`src/core/mem_cfg_pkg.sv`:
```
// Purpose: shared constants and types for the configurable block memory
// Assumes: single clock, user logic drives ports on rising edges
// Notes:   widths fixed at the documented values
`default_nettype none
package mem_cfg_pkg;
  localparam int ADDR_W       = 4;
  localparam int DATA_W       = 9;
  localparam int DEPTH        = 16;
  localparam int SEL_W        = 3;
  localparam int ROM_W        = 8;
  localparam int INIT_FILL    = 0;
  localparam logic [DATA_W-1:0] ZERO_WORD = 9'h000;
  localparam logic [ROM_W-1:0]  ZERO_ROM  = 8'h00;

  typedef enum logic [1:0] {
    normal_policy,
    write_forward_policy,
    old_data_on_write_policy
  } write_output_policy_t;

  typedef enum logic {
    unregistered_output,
    registered_output
  } output_pipeline_mode_t;

  typedef enum logic {
    reset_sync,
    reset_async
  } reset_style_t;

  typedef struct packed {
    logic              en;
    logic              we;
    logic [SEL_W-1:0]  sel;
    logic [ADDR_W-1:0] addr;
    logic [DATA_W-1:0] wdata;
  } port_req_t;

  // old-data policy exists only for 9, 18 and 36 bit words
  function automatic logic old_data_width_ok(input int w);
    old_data_width_ok = (w == 9) || (w == 18) || (w == 36);
  endfunction
endpackage
`default_nettype wire

```
`src/core/dual_port_block_mem.sv`:
```
// Purpose: true dual-port block memory with select decode, write policies,
//          output pipeline, reset style, power-on content and a small rom
// Assumes: one clock; user logic guards same-address collisions itself
// Notes:   rom output stage shares the core clock; its gate acts as enable
// What this block does
// - rom offers optional registered output stage
// - rom register uses output clock gate
// - every bit has configurable power-on value
// - row content maps rows to addresses in order
// - addressed content loads consecutive words from start
// - unspecified locations power up as zero
// - word width parameter sets stored bits
// - output mode selects optional pipeline register
// - reset style selects synchronous or asynchronous for port outputs; rom register memory reset is always synchronous
// - 3-bit select must equal match value
// - each port holds its own match value
// - normal policy keeps output during write
// - forward policy shows write data
// - old-data policy shows prior content, widths 9/18/36
// - write policy configurable per port
// - read during other port write is unknown
// - double write with differing bits undetermined
// - global set/reset effect is configurable for port outputs; rom register always clears on i_rstn
`default_nettype none
module dual_port_block_mem
  import mem_cfg_pkg::*;
#(
  parameter logic [SEL_W-1:0]         port_a_select_match = 3'h0,
  parameter logic [SEL_W-1:0]         port_b_select_match = 3'h0,
  parameter write_output_policy_t     port_a_write_policy = normal_policy,
  parameter write_output_policy_t     port_b_write_policy = normal_policy,
  parameter output_pipeline_mode_t    output_pipeline_mode = unregistered_output,
  parameter reset_style_t             reset_style = reset_sync,
  parameter logic                     global_set_reset_enable = 1'b1,
  parameter output_pipeline_mode_t    rom_pipeline_mode = unregistered_output,
  parameter logic [DEPTH*DATA_W-1:0]  ram_init = '0,
  parameter logic [DEPTH*ROM_W-1:0]   rom_init = '0
)(
  input  wire logic              i_ref_clk,
  input  wire logic              i_rstn,
  input  wire logic              i_clk_en,
  input  wire logic              i_mem_rst,
  input  wire port_req_t         i_port_a,
  input  wire port_req_t         i_port_b,
  input  wire logic [ADDR_W-1:0] i_rom_addr,
  input  wire logic              i_rom_output_clock_gate,
  output logic [DATA_W-1:0]      o_port_a_q,
  output logic [DATA_W-1:0]      o_port_b_q,
  output logic [ROM_W-1:0]       o_rom_q
);

  // power-on content: packed word i holds address i; unset words stay zero
  logic [DATA_W-1:0] mem_r [DEPTH];
  logic [ROM_W-1:0]  rom   [DEPTH];

  initial
  begin
    for (int i = 0; i < DEPTH; i++)
    begin
      mem_r[i] = ram_init[i*DATA_W +: DATA_W];
      rom[i]   = rom_init[i*ROM_W +: ROM_W];
    end
  end

  function automatic logic port_hit(input port_req_t p, input logic [SEL_W-1:0] m);
    port_hit = p.en && (p.sel == m);
  endfunction

  logic hit_a;
  logic hit_b;
  logic wr_a;
  logic wr_b;
  logic gsr_rst;

  always_comb
  begin
    hit_a = i_clk_en && port_hit(i_port_a, port_a_select_match);
    hit_b = i_clk_en && port_hit(i_port_b, port_b_select_match);
    wr_a  = hit_a && i_port_a.we;
    wr_b  = hit_b && i_port_b.we;
    gsr_rst = global_set_reset_enable && !i_rstn;
  end

  // array writes: port b last, so b wins a double write; the result is
  // undetermined anyway and users must keep the ports apart
  always_ff @(posedge i_ref_clk)
  begin
    if (wr_a)
      mem_r[i_port_a.addr] <= i_port_a.wdata;
    if (wr_b)
      mem_r[i_port_b.addr] <= i_port_b.wdata;
  end

  function automatic logic [DATA_W-1:0] port_out(
    input port_req_t p, input logic hit, input write_output_policy_t pol,
    input logic [DATA_W-1:0] stored, input logic [DATA_W-1:0] prev);
    port_out = prev;
    if (hit && !p.we)
      port_out = stored;
    else if (hit && p.we)
    begin
      case (pol)
        normal_policy:            port_out = prev;
        write_forward_policy:     port_out = p.wdata;
        old_data_on_write_policy: port_out = stored;
        default:                  port_out = prev;
      endcase
    end
  endfunction

  logic [DATA_W-1:0] lat_a_r;
  logic [DATA_W-1:0] lat_b_r;
  logic [DATA_W-1:0] pipe_a_r;
  logic [DATA_W-1:0] pipe_b_r;
  logic [DATA_W-1:0] lat_a_nxt;
  logic [DATA_W-1:0] lat_b_nxt;
  logic [DATA_W-1:0] pipe_a_nxt;
  logic [DATA_W-1:0] pipe_b_nxt;
  logic              sync_clr;

  always_comb
  begin
    // cross-port same-address read during write returns stored data here;
    // callers must treat it as unknown
    lat_a_nxt  = port_out(i_port_a, hit_a, port_a_write_policy,
                          mem_r[i_port_a.addr], lat_a_r);
    lat_b_nxt  = port_out(i_port_b, hit_b, port_b_write_policy,
                          mem_r[i_port_b.addr], lat_b_r);
    pipe_a_nxt = i_clk_en ? lat_a_r : pipe_a_r;
    pipe_b_nxt = i_clk_en ? lat_b_r : pipe_b_r;
    sync_clr   = (reset_style == reset_sync) && i_mem_rst;
    if (sync_clr)
    begin
      lat_a_nxt  = ZERO_WORD;
      lat_b_nxt  = ZERO_WORD;
      pipe_a_nxt = ZERO_WORD;
      pipe_b_nxt = ZERO_WORD;
    end
  end

  // async style clears on the memory reset without waiting for the clock
  logic async_clr_n;
  assign async_clr_n = !(gsr_rst || ((reset_style == reset_async) && i_mem_rst));

  always_ff @(posedge i_ref_clk or negedge async_clr_n)
  begin
    if (!async_clr_n)
    begin
      lat_a_r  <= ZERO_WORD;
      lat_b_r  <= ZERO_WORD;
      pipe_a_r <= ZERO_WORD;
      pipe_b_r <= ZERO_WORD;
    end
    else
    begin
      lat_a_r  <= lat_a_nxt;
      lat_b_r  <= lat_b_nxt;
      pipe_a_r <= pipe_a_nxt;
      pipe_b_r <= pipe_b_nxt;
    end
  end

  always_comb
  begin
    o_port_a_q = (output_pipeline_mode == registered_output) ? pipe_a_r : lat_a_r;
    o_port_b_q = (output_pipeline_mode == registered_output) ? pipe_b_r : lat_b_r;
  end

  // rom: combinational read, optional register gated by its output gate
  logic [ROM_W-1:0] rom_q_r;
  logic [ROM_W-1:0] rom_q_nxt;

  always_comb
  begin
    rom_q_nxt = rom_q_r;
    // the core clock enable freezes this register as well as the gate
    if (i_clk_en && i_rom_output_clock_gate)
      rom_q_nxt = rom[i_rom_addr];
    if (i_mem_rst)
      rom_q_nxt = ZERO_ROM;
  end

  always_ff @(posedge i_ref_clk or negedge i_rstn)
  begin
    if (!i_rstn)
      rom_q_r <= ZERO_ROM;
    else
      rom_q_r <= rom_q_nxt;
  end

  assign o_rom_q = (rom_pipeline_mode == registered_output) ? rom_q_r
                                                            : rom[i_rom_addr];

  // checks
  // same-address cross-port cases are the user logic's duty; only write_store_a
  // excludes them, and the read checks still compare old stored data while the other port writes

  // array stores
  write_store_a: assert property (
    @(posedge i_ref_clk) disable iff (!i_rstn)
    wr_a && !(wr_b && i_port_b.addr == i_port_a.addr)
      |=> mem_r[$past(i_port_a.addr)] == $past(i_port_a.wdata))
    else $error("port a write not stored");
  write_store_b: assert property (
    @(posedge i_ref_clk) disable iff (!i_rstn)
    wr_b
      |=> mem_r[$past(i_port_b.addr)] == $past(i_port_b.wdata))
    else $error("port b write not stored");

  // select decode and clock enable
  select_miss_a: assert property (
    @(posedge i_ref_clk) disable iff (!i_rstn)
    i_port_a.sel != port_a_select_match && !i_mem_rst
      |=> $stable(lat_a_r))
    else $error("port a moved on select mismatch");
  select_miss_b: assert property (
    @(posedge i_ref_clk) disable iff (!i_rstn)
    i_port_b.sel != port_b_select_match && !i_mem_rst
      |=> $stable(lat_b_r))
    else $error("port b moved on select mismatch");
  clk_en_hold_a: assert property (
    @(posedge i_ref_clk) disable iff (!i_rstn)
    !i_clk_en && !i_mem_rst
      |=> $stable(lat_a_r))
    else $error("port a moved with clock enable low");
  clk_en_hold_b: assert property (
    @(posedge i_ref_clk) disable iff (!i_rstn)
    !i_clk_en && !i_mem_rst
      |=> $stable(lat_b_r))
    else $error("port b moved with clock enable low");

  // reads
  read_data_a: assert property (
    @(posedge i_ref_clk) disable iff (!i_rstn)
    hit_a && !i_port_a.we && !i_mem_rst
      |=> lat_a_r == $past(mem_r[i_port_a.addr]))
    else $error("port a read data wrong");
  read_data_b: assert property (
    @(posedge i_ref_clk) disable iff (!i_rstn)
    hit_b && !i_port_b.we && !i_mem_rst
      |=> lat_b_r == $past(mem_r[i_port_b.addr]))
    else $error("port b read data wrong");

  // write output policies, one set per port
  normal_hold_a: assert property (
    @(posedge i_ref_clk) disable iff (!i_rstn)
    port_a_write_policy == normal_policy && wr_a && !i_mem_rst
      |=> $stable(lat_a_r))
    else $error("normal policy output changed on write");
  normal_hold_b: assert property (
    @(posedge i_ref_clk) disable iff (!i_rstn)
    port_b_write_policy == normal_policy && wr_b && !i_mem_rst
      |=> $stable(lat_b_r))
    else $error("normal policy output changed on write");
  forward_a: assert property (
    @(posedge i_ref_clk) disable iff (!i_rstn)
    port_a_write_policy == write_forward_policy && wr_a && !i_mem_rst
      |=> lat_a_r == $past(i_port_a.wdata))
    else $error("forward policy output wrong");
  forward_b: assert property (
    @(posedge i_ref_clk) disable iff (!i_rstn)
    port_b_write_policy == write_forward_policy && wr_b && !i_mem_rst
      |=> lat_b_r == $past(i_port_b.wdata))
    else $error("forward policy output wrong");
  old_data_a: assert property (
    @(posedge i_ref_clk) disable iff (!i_rstn)
    port_a_write_policy == old_data_on_write_policy && wr_a && !i_mem_rst
      |=> lat_a_r == $past(mem_r[i_port_a.addr]))
    else $error("old data policy output wrong");
  old_data_b: assert property (
    @(posedge i_ref_clk) disable iff (!i_rstn)
    port_b_write_policy == old_data_on_write_policy && wr_b && !i_mem_rst
      |=> lat_b_r == $past(mem_r[i_port_b.addr]))
    else $error("old data policy output wrong");
  old_width_ok_a: assert property (
    @(posedge i_ref_clk)
    old_data_width_ok(DATA_W) || (port_a_write_policy != old_data_on_write_policy
      && port_b_write_policy != old_data_on_write_policy))
    else $error("old data policy on unsupported width");

  // output pipeline and reset style
  pipe_delay_a: assert property (
    @(posedge i_ref_clk) disable iff (!i_rstn)
    output_pipeline_mode == registered_output && i_clk_en && !i_mem_rst
      |=> o_port_a_q == $past(lat_a_r))
    else $error("pipeline output not one cycle behind");
  pipe_delay_b: assert property (
    @(posedge i_ref_clk) disable iff (!i_rstn)
    output_pipeline_mode == registered_output && i_clk_en && !i_mem_rst
      |=> o_port_b_q == $past(lat_b_r))
    else $error("pipeline output not one cycle behind");
  sync_reset_a: assert property (
    @(posedge i_ref_clk) disable iff (!i_rstn)
    reset_style == reset_sync && i_mem_rst
      |=> lat_a_r == ZERO_WORD)
    else $error("sync reset did not clear output");
  sync_reset_b: assert property (
    @(posedge i_ref_clk) disable iff (!i_rstn)
    reset_style == reset_sync && i_mem_rst
      |=> lat_b_r == ZERO_WORD)
    else $error("sync reset did not clear output");

  // rom output register
  rom_gate_a: assert property (
    @(posedge i_ref_clk) disable iff (!i_rstn)
    !i_rom_output_clock_gate && !i_mem_rst
      |=> $stable(rom_q_r))
    else $error("rom register moved while gated");
  rom_load_a: assert property (
    @(posedge i_ref_clk) disable iff (!i_rstn)
    i_clk_en && i_rom_output_clock_gate && !i_mem_rst
      |=> rom_q_r == $past(rom[i_rom_addr]))
    else $error("rom register did not load");
endmodule
`default_nettype wire

```
`config.mk`:
```
export PLATFORM = sky130hd
export DESIGN_NAME = dual_port_block_mem
export DESIGN_NICKNAME = d
export VERILOG_FILES = /design/src/core/mem_cfg_pkg.sv /design/src/core/dual_port_block_mem.sv
export SDC_FILE = /design/constraint.sdc
export NUM_CORES = 1
export LEC_CHECK = 0
export ABC_AREA = 0
export BUFFER_PORTS_ARGS = -buffer_cell sky130_fd_sc_hd__buf_4
export CAP_MARGIN = 10
export CORE_ASPECT_RATIO = 0.7
export CORE_MARGIN = 5
export CORE_UTILIZATION = 55
export CTS_CLUSTER_DIAMETER = 50
export CTS_CLUSTER_SIZE = 20
export DETAILED_ROUTE_END_ITERATION = 12
export HOLD_SLACK_MARGIN = 0.1
export PLACE_DENSITY = 0.74
export RECOVER_POWER = 50
export SYNTH_ARGS = -nofsm -noshare
export SYNTH_HDL_FRONTEND = slang
export SYNTH_SLANG_ARGS = --single-unit
```
`constraint.sdc`:
```
create_clock -name i_ref_clk -period 1.7 [get_ports i_ref_clk]
set_clock_uncertainty 0.1 [all_clocks]
set_input_delay 0.425 -clock i_ref_clk [delete_from_list [all_inputs] [get_ports i_ref_clk]]
set_output_delay 0.425 -clock i_ref_clk [all_outputs]
set_load 0.005 [all_outputs]
```
==> flow_metrics.py <==
metrics = {
    "status": {
        "run_status": "complete, but fails checks",
        "violations": "negative setup slack",
    },
    "global_routing": {
        "gr-usage-met1_pct": 41.3,
        "grtUsageTotal_pct": 32.3,
        "grt_pass1_vias": 7177,
        "grt_max_degree": 22,
        "grt.busiest_layer": "met2",
        "grt_antenna_before_repair": 0,
        "gr-usage-met3_pct": 12.8,
        "grt_pass1_wl_microns": 46800,
        "use_met2_pct": 51.6,
        "grt_overflow": 0,
    },
    "hold_path": {
        "min_to": "mem_r[3][5]",
        "min_from": "i_port_a[5]",
        "whs_path_depth": 2,
        "hp-class": "input pin to register",
    },
    "synthesis": {
        "ys_types": 41,
        "synth_area_per_cell_sq_um": 16.2,
        "syn_area_sq_um": 9520,
        "ys_warn_count": 0,
        "synth-edff-count": 144,
        "ys.flop_type": "edfxtp_1",
        "synth_seq_area_share_pct": 50.2,
        "syn_inst": 588,
        "ys_ff_latch": 162,
        "async_flop_share_pct": 11.1,
    },
    "timing": {
        "holdWs_ns": 0.403,
        "slew_violations": 0,
        "max_slew_margin_pct": 28.2,
        "rsz0062_at_grt": "true",
        "worst_slack_ns": -0.280,
        "fin_crit_sh_pct": 116,
        "max_freq_ghz": 0.505,
        "hold_viol": 0,
        "final.min_clock_period_ns": 1.98,
        "worstMarginPinSlew_ns": 1.08,
        "final-setup-viol-count": 302,
    },
    "worst_setup_path": {
        "endpoint_kind": "register",
        "required_ns": 1.78,
        "r2r-start": "mem_r[8][0]",
        "worstSetupPathType": "input pin to register",
        "ff2ff_path_depth": 4,
        "cp.arrival_ns": 2.06,
        "startpoint": "i_port_b[15]",
        "path_max_fanout": 10,
        "rr_endpoint": "o_port_a_q[0]",
        "cp-start-kind": "input pin",
        "rrSetupSlack_ns": -0.01,
    },
    "die": {
        "io_pins": 71,
        "row_count": 40,
        "start_util_pct": 55.8,
        "die_w_microns": 167,
        "core_area_sq_um": 17100,
        "dieArea_sq_um": 20100,
        "die_h_microns": 120,
    },
    "clock_tree": {
        "cts_buffer_depth": 2,
        "cts_sinks": 162,
        "cts_tree": "built",
        "htreeDepth": 4,
        "cts-root-buf": "clkbuf_16",
        "cts_buffers": 17,
        "clkLatencyLatePin_ns": 0.44,
        "clk_pin_slew_ns": 0.07,
    },
    "placed_design": {
        "place_congestion": 0.934,
        "place_inst": 951,
        "io_buffers": 57,
        "place_worst_setup_slack_ns": -0.780,
        "placed_area_sq_um": 11900,
        "dp_hpwl_microns": 20900,
    },
    "power_and_ir_drop": {
        "p_int_mw": 7.15,
        "peakVddDrop_v": 0.000582,
        "powerDensity_nw_per_um2": 711,
        "pwr-share-clk_pct": 40.7,
        "seq_power_share_pct": 46.0,
        "netSwitchingFraction_pct": 24.3,
        "p_comb_share_pct": 13.3,
        "p_leak_nw": 4.89,
        "p_switching_mw": 2.30,
    },
    "cells_and_area": {
        "drive_above_1_share_pct": 68.0,
        "final_area_sq_um": 13300,
        "fill_cells": 915,
        "seq_area_sq_um": 4770,
        "layout_commonest_cell": "edfxtp_1",
        "finalNetCount": 813,
        "finalNonFillerCells": 1012,
        "n_antenna_cell": 0,
        "multi_input_area_sq_um": 5340,
        "final_cell_mix": "edfxtp_1 (144), buf_4 (137), mux2_4 (102)",
        "syn2layout_area_growth_pct": 39.6,
    },
    "detailed_routing": {
        "route.detailed.drc": 0,
        "avgViaCountPerCell": 6.75,
        "drtIter0Drc": 942,
        "drt_pass1_iterations": 5,
        "ant_nets": 0,
        "via_count": 6826,
        "route.detailed.wl_per_inst_microns": 31.3,
        "wl_microns": 31700,
    },
    "run": {
        "max-cap-violations": 0,
    },
}
kinds of logic (layout without fill, tap and decap cells):
group	Yosys count	after routing	share of synthesized area (%)
other	1	8	0.0394
muxes	234	234	36.0
DFF	162	162	50.2
and+or+nand+nor	76	76	6.00
AOI/OAI and AO/OA	52	53	4.34
buffers and inverters	63	248	3.45
flip-flops by register name (all words and copies together) (netlist names):
name	count
o_port_a_q	9
o_port_b_q	9
mem_r	144
metal layers:
layer,vias to the layer above,wire length [microns]
met3,64,3730
met5,-,0
met2,431,15100
met1,3536,12000
met4,0,833
li1,2795,-
power groups by stage:
stage          clock (mW)  combinational (mW)  sequential (mW)
6_report             3.84                1.26             4.35
5_1_grt              4.04                1.32             4.35
2_1_floorplan           0               0.664             4.43
3_3_place_gp            0                1.13             4.43
3_5_place_dp            0                1.16             4.43
4_1_cts              3.84                1.22             4.35
stage by stage:
stage	total power [mW]	util [%]	TNS (ns)
floorplan	5.10	-	-173.92
global placement	5.57	69.9	-188.40
detailed placement	5.59	69.9	-197.06
CTS	9.41	77.4	-52.36
global route	9.70	77.8	-63.86
finish	9.45	77.8	-58.62
what timing repair did:
item	4_1_cts	5_1_grt
endpoints found under the setup margin	305	297
hold buffers	1	0
buffers inserted	15	4
pin swaps	10	2
endpoints found under the hold margin	18	0
cloned	13	0
resized for setup	83	29
layout make-up:
cell class | instances | area share, %
clock buffers | 20 | 3.52
clock inverters | 12 | 0.904
multi-input cells | 371 | 40.2
flip-flops and latches | 162 | 35.9
well taps | 231 | 2.18
repair buffers | 216 | 17.3
worst max-delay path by stage:
| stage | to | cells after the start |
|---|---|---|
| final | mem_r[8][1] | 7 |
| after global routing | mem_r[10][1] | 7 |
| after CTS | mem_r[8][1] | 7 |
| after detailed placement | mem_r[10][7] | 7 |
| after global placement | mem_r[8][8] | 7 |
| after floorplan | mem_r[10][0] | 5 |
cell usage after synthesis (3+ instances only):
cell type	n	area, sq um
or3_1	3	18.8
mux4_2	71	1600
nand3_1	7	35.0
o21ai_0	7	35.0
nand2_1	15	56.3
buf_2	12	60.1
dfrtp_1	18	450
nor3_4	9	146
buf_6	4	45.0
o221ai_1	17	149
mux2_2	144	1620
buf_4	8	60.1
clkbuf_1	35	131
nor2_1	3	11.3
edfxtp_1	144	4320
o32ai_1	9	78.8
mux2i_1	18	180
nand2b_1	15	93.8
a22oi_1	18	135
critical path, stage by stage:
cell and delay, ns:
buf_6 0.09, nand2b_4 0.13, or4_4 0.53, buf_12 0.19, nor3_4 0.22, buf_12 0.17
mux2_4 0.31
(Power assumes the default switching activity.)
